`src/logic/eepc_map.vh`:
```
// Constants for the EEPROM host port controller
// What this block does
// - Next page byte loaded within load timeout
// - Low address bits may differ across page loads
// - Same page and block address every load
// - Poll last address until top bit matches or the poll time limit runs out
`ifndef EEPC_MAP_VH
`define EEPC_MAP_VH
`define EEPC_CLK_MHZ 50
`define EEPC_T_ACC_NS 300
`define EEPC_T_DF_NS 70
`define EEPC_T_WP_NS 150
`define EEPC_T_WPH_NS 50
`define EEPC_T_BLC_US 150
`define EEPC_T_WC_MS 10
`define EEPC_ACC_CYC ((`EEPC_T_ACC_NS * `EEPC_CLK_MHZ + 999) / 1000 + 1)
`define EEPC_DF_CYC ((`EEPC_T_DF_NS * `EEPC_CLK_MHZ + 999) / 1000)
`define EEPC_WP_CYC ((`EEPC_T_WP_NS * `EEPC_CLK_MHZ + 999) / 1000)
`define EEPC_WPH_CYC ((`EEPC_T_WPH_NS * `EEPC_CLK_MHZ + 999) / 1000)
`define EEPC_BLC_CYC (`EEPC_T_BLC_US * `EEPC_CLK_MHZ)
`define EEPC_WC_CYC (`EEPC_T_WC_MS * 1000 * `EEPC_CLK_MHZ)
`define EEPC_POLL_BIT 7
`endif

```
`src/logic/eepc_host.v`:
```
// Host controller driving the EEPROM byte-wide pins
`timescale 1ns/1ns
`include "eepc_map.vh"
module eepc_host #(
  parameter AW = 19,
  parameter PAGE_BITS = 7,
  parameter BLC_CYC = `EEPC_BLC_CYC,
  parameter WC_CYC = `EEPC_WC_CYC
) (
  input wire clk,
  input wire nrst,
  input wire req_valid,
  input wire req_write,
  input wire req_last,
  input wire [AW-1:0] req_addr,
  input wire [7:0] req_wdata,
  output reg req_ready,
  output reg rsp_valid,
  output reg [7:0] rsp_rdata,
  output reg prog_busy,
  output reg prog_timeout,
  output reg [AW-1:0] mem_addr,
  output reg mem_cs_n,
  output reg mem_oe_n,
  output reg mem_we_n,
  output reg [7:0] mem_dq_o,
  output reg mem_dq_oe,
  input wire [7:0] mem_dq_i
);
  localparam [6:0] S_IDLE = 7'h01;
  localparam [6:0] S_RD = 7'h02;
  localparam [6:0] S_RREL = 7'h04;
  localparam [6:0] S_WSET = 7'h08;
  localparam [6:0] S_WLOW = 7'h10;
  localparam [6:0] S_WHI = 7'h20;
  localparam [6:0] S_POLL = 7'h40;
  localparam integer ACC = `EEPC_ACC_CYC;
  localparam integer DF = `EEPC_DF_CYC;
  localparam integer WP = `EEPC_WP_CYC;
  localparam integer WPH = `EEPC_WPH_CYC;
  localparam integer GAP = 8;
  localparam [31:0] POLL_LIM = WC_CYC;
  localparam [31:0] BLC_LIM = BLC_CYC;
  // Margin covers take to strobe latency
  localparam [31:0] BLC_END = BLC_LIM - 32'd4;
  // ==========================================================
  // Input synchroniser
  reg [7:0] dq_s1_r;
  reg [7:0] dq_s2_r;
  always @(posedge clk or negedge nrst) begin
    if (!nrst) begin
      dq_s1_r <= 8'h00;
      dq_s2_r <= 8'h00;
    end else begin
      dq_s1_r <= mem_dq_i;
      dq_s2_r <= dq_s1_r;
    end
  end
  // ==========================================================
  // Sequencer
  reg [6:0] st_r;
  reg [15:0] cnt_r;
  reg [31:0] tmo_r;
  reg [31:0] blc_r;
  reg blc_run_r;
  reg page_open_r;
  reg [AW-1:0] page_r;
  reg [7:0] last_data_r;
  reg [AW-1:0] last_addr_r;
  reg pend_last_r;
  reg poll_ok_r;
  reg dirty_r;
  wire same_page;
  assign same_page = (req_addr[AW-1:PAGE_BITS] == page_r[AW-1:PAGE_BITS]);
  always @(posedge clk or negedge nrst) begin
    if (!nrst) begin
      st_r <= S_IDLE;
      cnt_r <= 16'h0000;
      tmo_r <= 32'h0000_0000;
      blc_r <= 32'h0000_0000;
      blc_run_r <= 1'b0;
      page_open_r <= 1'b0;
      page_r <= {AW{1'b0}};
      last_data_r <= 8'h00;
      last_addr_r <= {AW{1'b0}};
      pend_last_r <= 1'b0;
      poll_ok_r <= 1'b0;
      dirty_r <= 1'b0;
      req_ready <= 1'b0;
      rsp_valid <= 1'b0;
      rsp_rdata <= 8'h00;
      prog_busy <= 1'b0;
      prog_timeout <= 1'b0;
      mem_addr <= {AW{1'b0}};
      mem_cs_n <= 1'b1;
      mem_oe_n <= 1'b1;
      mem_we_n <= 1'b1;
      mem_dq_o <= 8'h00;
      mem_dq_oe <= 1'b0;
    end else begin
      rsp_valid <= 1'b0;
      req_ready <= 1'b0;
      if (blc_run_r) begin
        if (blc_r >= BLC_END) begin
          blc_run_r <= 1'b0;
          page_open_r <= 1'b0;
        end else begin
          blc_r <= blc_r + 32'd1;
        end
      end
      case (st_r)
        S_IDLE: begin
          if (page_open_r && blc_run_r && !req_valid) begin
            st_r <= S_IDLE;
          end else if (req_valid && !req_ready) begin
            if (dirty_r && !(page_open_r && req_write && same_page)) begin
              page_open_r <= 1'b0;
              pend_last_r <= 1'b0;
              st_r <= S_POLL;
              cnt_r <= 16'h0000;
              tmo_r <= 32'h0000_0000;
              prog_busy <= 1'b1;
            end else if (req_write) begin
              mem_addr <= req_addr;
              dirty_r <= 1'b1;
              mem_dq_o <= req_wdata;
              mem_dq_oe <= 1'b1;
              last_data_r <= req_wdata;
              last_addr_r <= req_addr;
              page_r <= req_addr;
              pend_last_r <= req_last;
              cnt_r <= 16'h0000;
              st_r <= S_WSET;
            end else begin
              mem_addr <= req_addr;
              mem_dq_oe <= 1'b0;
              mem_cs_n <= 1'b0;
              mem_oe_n <= 1'b0;
              cnt_r <= 16'h0000;
              st_r <= S_RD;
            end
          end
        end
        S_RD: begin
          cnt_r <= cnt_r + 16'h0001;
          if (cnt_r >= ACC[15:0]) begin
            rsp_rdata <= dq_s2_r;
            mem_cs_n <= 1'b1;
            mem_oe_n <= 1'b1;
            cnt_r <= 16'h0000;
            st_r <= S_RREL;
          end
        end
        S_RREL: begin
          cnt_r <= cnt_r + 16'h0001;
          if (cnt_r >= DF[15:0]) begin
            rsp_valid <= 1'b1;
            req_ready <= 1'b1;
            st_r <= S_IDLE;
          end
        end
        S_WSET: begin
          // write enable only with output enable high
          mem_oe_n <= 1'b1;
          mem_cs_n <= 1'b0;
          mem_we_n <= 1'b0;
          cnt_r <= 16'h0000;
          blc_r <= 32'h0000_0000;
          blc_run_r <= 1'b1;
          page_open_r <= 1'b1;
          st_r <= S_WLOW;
        end
        S_WLOW: begin
          cnt_r <= cnt_r + 16'h0001;
          if (cnt_r >= WP[15:0]) begin
            mem_we_n <= 1'b1;
            mem_cs_n <= 1'b1;
            cnt_r <= 16'h0000;
            st_r <= S_WHI;
          end
        end
        S_WHI: begin
          cnt_r <= cnt_r + 16'h0001;
          if (cnt_r >= WPH[15:0]) begin
            mem_dq_oe <= 1'b0;
            req_ready <= 1'b1;
            cnt_r <= 16'h0000;
            tmo_r <= 32'h0000_0000;
            if (pend_last_r) begin
              page_open_r <= 1'b0;
              prog_busy <= 1'b1;
              st_r <= S_POLL;
            end else begin
              st_r <= S_IDLE;
            end
          end
        end
        S_POLL: begin
          tmo_r <= tmo_r + 32'd1;
          cnt_r <= cnt_r + 16'h0001;
          if (cnt_r == 16'h0000) begin
            mem_addr <= last_addr_r;
            mem_cs_n <= 1'b0;
            mem_oe_n <= 1'b0;
          end else if (cnt_r == ACC[15:0]) begin
            mem_cs_n <= 1'b1;
            mem_oe_n <= 1'b1;
            poll_ok_r <= (dq_s2_r[`EEPC_POLL_BIT] ==
              last_data_r[`EEPC_POLL_BIT]);
          end else if (cnt_r == ACC[15:0] + DF[15:0] + 16'h0001) begin
            if (poll_ok_r) begin
              prog_busy <= 1'b0;
              blc_run_r <= 1'b0;
              dirty_r <= 1'b0;
              st_r <= S_IDLE;
            end else if (tmo_r >= POLL_LIM + BLC_LIM) begin
              prog_busy <= 1'b0;
              prog_timeout <= 1'b1;
              dirty_r <= 1'b0;
              st_r <= S_IDLE;
            end
          end else if (cnt_r >= ACC[15:0] + DF[15:0] + GAP[15:0]) begin
            cnt_r <= 16'h0000;
          end
        end
        default: begin
          st_r <= S_IDLE;
        end
      endcase
    end
  end
endmodule // eepc_host

```
`config.mk`:
```
export PLATFORM = sky130hd
export DESIGN_NAME = eepc_host
export DESIGN_NICKNAME = d
export VERILOG_FILES = /design/src/logic/eepc_host.v
export VERILOG_INCLUDE_DIRS = /design/src /design/src/logic
export SDC_FILE = /design/constraint.sdc
export NUM_CORES = 1
export LEC_CHECK = 0
export ABC_AREA = 1
export CORE_ASPECT_RATIO = 0.9
export CORE_MARGIN = 4
export CORE_UTILIZATION = 35
export CTS_CLUSTER_SIZE = 40
export DETAILED_ROUTE_END_ITERATION = 10
export DONT_BUFFER_PORTS = 1
export REMOVE_ABC_BUFFERS = 1
export SKIP_CTS_REPAIR_TIMING = 1
export SYNTH_ARGS = -nofsm -noshare
export SYNTH_HDL_FRONTEND = slang
export SYNTH_SLANG_ARGS = --single-unit
```
`constraint.sdc`:
```
create_clock -name clk -period 3.6 [get_ports clk]
set_clock_uncertainty 0.05 [all_clocks]
set_input_delay 0.36 -clock clk [delete_from_list [all_inputs] [get_ports clk]]
set_output_delay 0.36 -clock clk [all_outputs]
set_load 0.01 [all_outputs]
```
==> results by stage <==
Final layout:
- Summing all multi-input logic gate instances after layout gives 0.00403 sq mm.
- The number of diodes is 0.
- The filler cells instantiated in the layout total 2630.
- The post-route standard cell area excluding fillers is 0.00997 sq mm.
- The area used by sequential logic in the layout is 0.00426 sq mm.
- In the final layout, the share of cells above drive strength 1 is 9.42%.
- Measured on the finished design, the core utilization comes to 39.6%.
- The area growth from synthesis to layout is 11.4%.
- The final-stage net count is 1223.

Global routing:
- The global-route wire length before repair is 34800 microns.
- The fraction of met1 tracks used by global routing is 21.9%.
- After global routing, the most crowded layer is met1.
- The number of antenna violations at the first check in global routing is 0.
- The met2 track demand over resource is 21.1%.
- The pin count of the biggest net entering global routing is 171.
- The aggregate global-route resource usage is 14.9%.
- The via count of the first global-routing pass was 6840.
- The total grt overflow is 0.
- Global routing used 5.07% of the available met3 tracks.

Critical path:
- STA classifies the critical path endpoint as a flop.
- STA puts the critical path data required time at 3.91 ns.
- At the worst endpoint, the arrival time is 2.88 ns.
- The critical path class is flop to flop.
- Of all nets on the critical path, the largest fanout is 25.
- The launching element type of the critical path is a flop.

STA:
- The final count of pins violating max slew is 0.
- Dividing the final minimum period by the clock period gives 71.3%.
- Across all hold checks on the routed design, the worst slack comes to -0.418 ns.
- The final hold violation count is 170.
- Timing would allow up to 390 MHz.
- The max-slew headroom at the worst pin is 44.2%.
- Setup repair after global routing left no endpoint under its margin.
- The time the final worst path needs with I/O delays and setup is 2.57 ns.
- Setup violations remaining at the end of the flow were counted as 0.
- The final-layout setup total negative slack is 0 ns.
- At the pin with the least slew margin, the transition time is 0.835 ns.

Clock tree:
- The number of sinks handled by clock tree synthesis is 170.
- TritonCTS built the clock tree.
- The clock reaches the later pin of the worst-skew pair after 0.43 ns.
- The H-tree was split into 4 levels.
- The clock tree root buffer cell is clkbuf_16.
- In this run the deepest clock path goes through 2 buffers.
- In this run, CTS created clock tree buffers numbering 17.
- After clock tree synthesis, the clock-pin slew on the worst setup and hold paths is 0.07 ns.

Outcome:
- The final reports fail on negative hold slack.
- The flow ran to the end, but the final reports show violations.

Floorplanning:
- The area of the core is 0.0252 sq mm.
- From bottom edge to top edge, the die measures 160 microns.
- The floorplan die width is 177 microns.
- The number of primary I/O pins is 83.
- The starting density of the core is 35.5%.
- The number of rows in the core area is 55.
- The overall die area is 0.0282 sq mm.

Synth:
- Counting flops and latches in the post-synthesis netlist gives 170.
- The post-synthesis instance area is 0.00895 sq mm.
- Yosys attributes the largest share of cell area to dfrtp_1 (46%), nand2_1 (16%), nand3_1 (5.1%).
- The area share of the largest cell type after synthesis is 46.4%.
- Of the total synthesized cell area, the portion taken by full adders, half adders and majority gates is 0.979%.
- After Yosys synthesis, XOR and XNOR cells account for 2.55% of the synthesized area.
- The most used flip-flop cell after synthesis is dfrtp_1.
- The count of unique library cells instantiated by Yosys is 45.
- The cell count after synthesis is 1171.
- The number of enable-type register cells in the synthesized netlist is 0.
- The synthesized netlist devotes 6.32% of its cell area to compound gates.
- In the synthesized netlist, the cells that appear most often are nand2_1 (391), dfrtp_1 (166), inv_1 (118).
- The most frequent cell after synthesis is nand2_1.
- The combinational family with the most area after synthesis is simple AND/OR/NAND/NOR gates.
- Summed over all instances, the cell type with the most area after synthesis is dfrtp_1.
- Summing the sequential cell areas from Yosys gives 47.6% of the chip area.
- The mux contribution to synthesized area is 1.01%.
- Counting flops with an async set or reset pin after synthesis yields a share of 100%.
- The simple-gate area share of the yosys netlist is 34.2%.
- For this run, the number of Yosys warnings is 0.
- A synthesized cell averages 7.64 sq um.

Drt:
- In the routed design, unresolved DRC markers number 0.
- The number of iterations in the first detailed-routing pass is 5.
- The final layout contains routed wiring with a total length of 20300 microns.
- Once detail routing completed, the nets flagged for antenna violations numbered 0.
- For this block, the via count after detailed routing is 7125.
- The first routing iteration left 461 violations.
- The average vias per placed instance is 4.65.
- After detailed routing, the average wire length per cell comes to 13.3 microns.

Placement:
- The estimated wirelength of the detail-placed design is 14100 microns.
- During placement, the flow inserted port buffers numbering 0.
- The routability congestion estimate from global placement is 0.894.
- After detailed placement, the total cell area comes to 0.00922 sq mm.

Power:
- The power per standard cell area is 776 mW/mm^2.
- VDD sags by at most 0.355 mV.
- The static leakage is 4.85 nW.
- Overall power consumption after layout is estimated at 7.74 mW.

Min path:
- The kind of path behind the tightest hold check is primary input to async pin.

Run:
- The tool flagged a number of max-cap violations equal to 0.
per-stage QoR:
step | std cells | setup slack (ns) | hold slack, ns
detailed placement | 1485 | 1.01 | 0.0268
finish | 1531 | 1.03 | -0.418
floorplan | 1138 | 0.672 | 0.0144
global placement | 1485 | 1.11 | 0.0276
global route | 1531 | 0.688 | -0.440
CTS | 1517 | 1.00 | -0.439
per-layer routing:
metal / part of all wire (%) / wire (microns)
met3: 6.9 / 1400
met2: 42 / 8500
met4: 1.1 / 232
met5: 0 / 0
met1: 50 / 10200
sequential cells by signal, summed over array words and instances (netlist names), 8 cells and up:
name         flops
blc_r           32
cnt_r           16
dq_s1_r          8
dq_s2_r          8
last_addr_r     19
last_data_r      8
mem_addr        19
rsp_rdata        8
tmo_r           32
layout by cell type, fill, tap and decap left out, types with 6 or more instances in the layout:
| master | Yosys | final |
|---|---|---|
| a21oi_1 | 10 | 10 |
| o21ai_0 | 54 | 54 |
| mux2_2 | 8 | 8 |
| o21ai_1 | 13 | 13 |
| nand4_1 | 20 | 20 |
| nand2_1 | 391 | 391 |
| nor2_1 | 114 | 114 |
| or2_2 | 16 | 16 |
| inv_1 | 118 | 118 |
| nand2_2 | 14 | 14 |
| nand3_1 | 91 | 91 |
| dlygate4sd3_1 | 0 | 14 |
| clkinv_8 | 0 | 6 |
| o21ai_2 | 11 | 11 |
| xor2_1 | 23 | 23 |
| ha_1 | 7 | 7 |
| dfrtp_1 | 166 | 166 |
| clkbuf_16 | 0 | 17 |
| nor3_1 | 33 | 33 |
cell type report:
| class | count | share of cell area (%) |
|---|---|---|
| flip-flops and latches | 170 | 42.7 |
| multi-input cells | 843 | 40.4 |
| inverters | 125 | 4.72 |
| well taps | 342 | 4.29 |
| clock buffers | 17 | 4.27 |
| clock inverters | 15 | 1.81 |
| repair buffers | 19 | 1.78 |
worst max-delay path, cell delays in order (launching register included):
cell,delay [ns]
dfrtp_1,0.45
o31a_1,0.30
o21ai_1,0.16
nand3_1,0.46
nand2_1,0.83
nand3_1,0.14
nand2_1,0.11
cell families after synthesis:
kind of cell	count (synthesis)
AO/OA/AOI/OAI	99
XOR/XNOR	26
adder cells (fa/ha/maj)	7
buffers and inverters	158
flip-flops	170
multiplexers	8
AND/OR/NAND/NOR	703
power breakdown:
part | switching [mW] | total, mW | internal [mW]
logic | 1.81 | 2.71 | 0.903
registers | 0.693 | 3.20 | 2.50
clock network | 0.895 | 1.83 | 0.938
final timing paths:
path,start,endpoint,slack [ns],depth (start not counted)
setup / recovery,blc_r[4],blc_r[5],1.03,6
hold / removal,nrst,blc_r[28],-0.42,0
setup reg to reg,blc_r[4],blc_r[5],1.03,6
hold reg to reg,dq_s1_r[2],dq_s2_r[2],0.30,0
max in group asynchronous,nrst,mem_oe_n,3.63,0
min in group clk,req_wdata[2],last_data_r[2],0,2
Note: power is estimated with default switching activity, not from simulation.
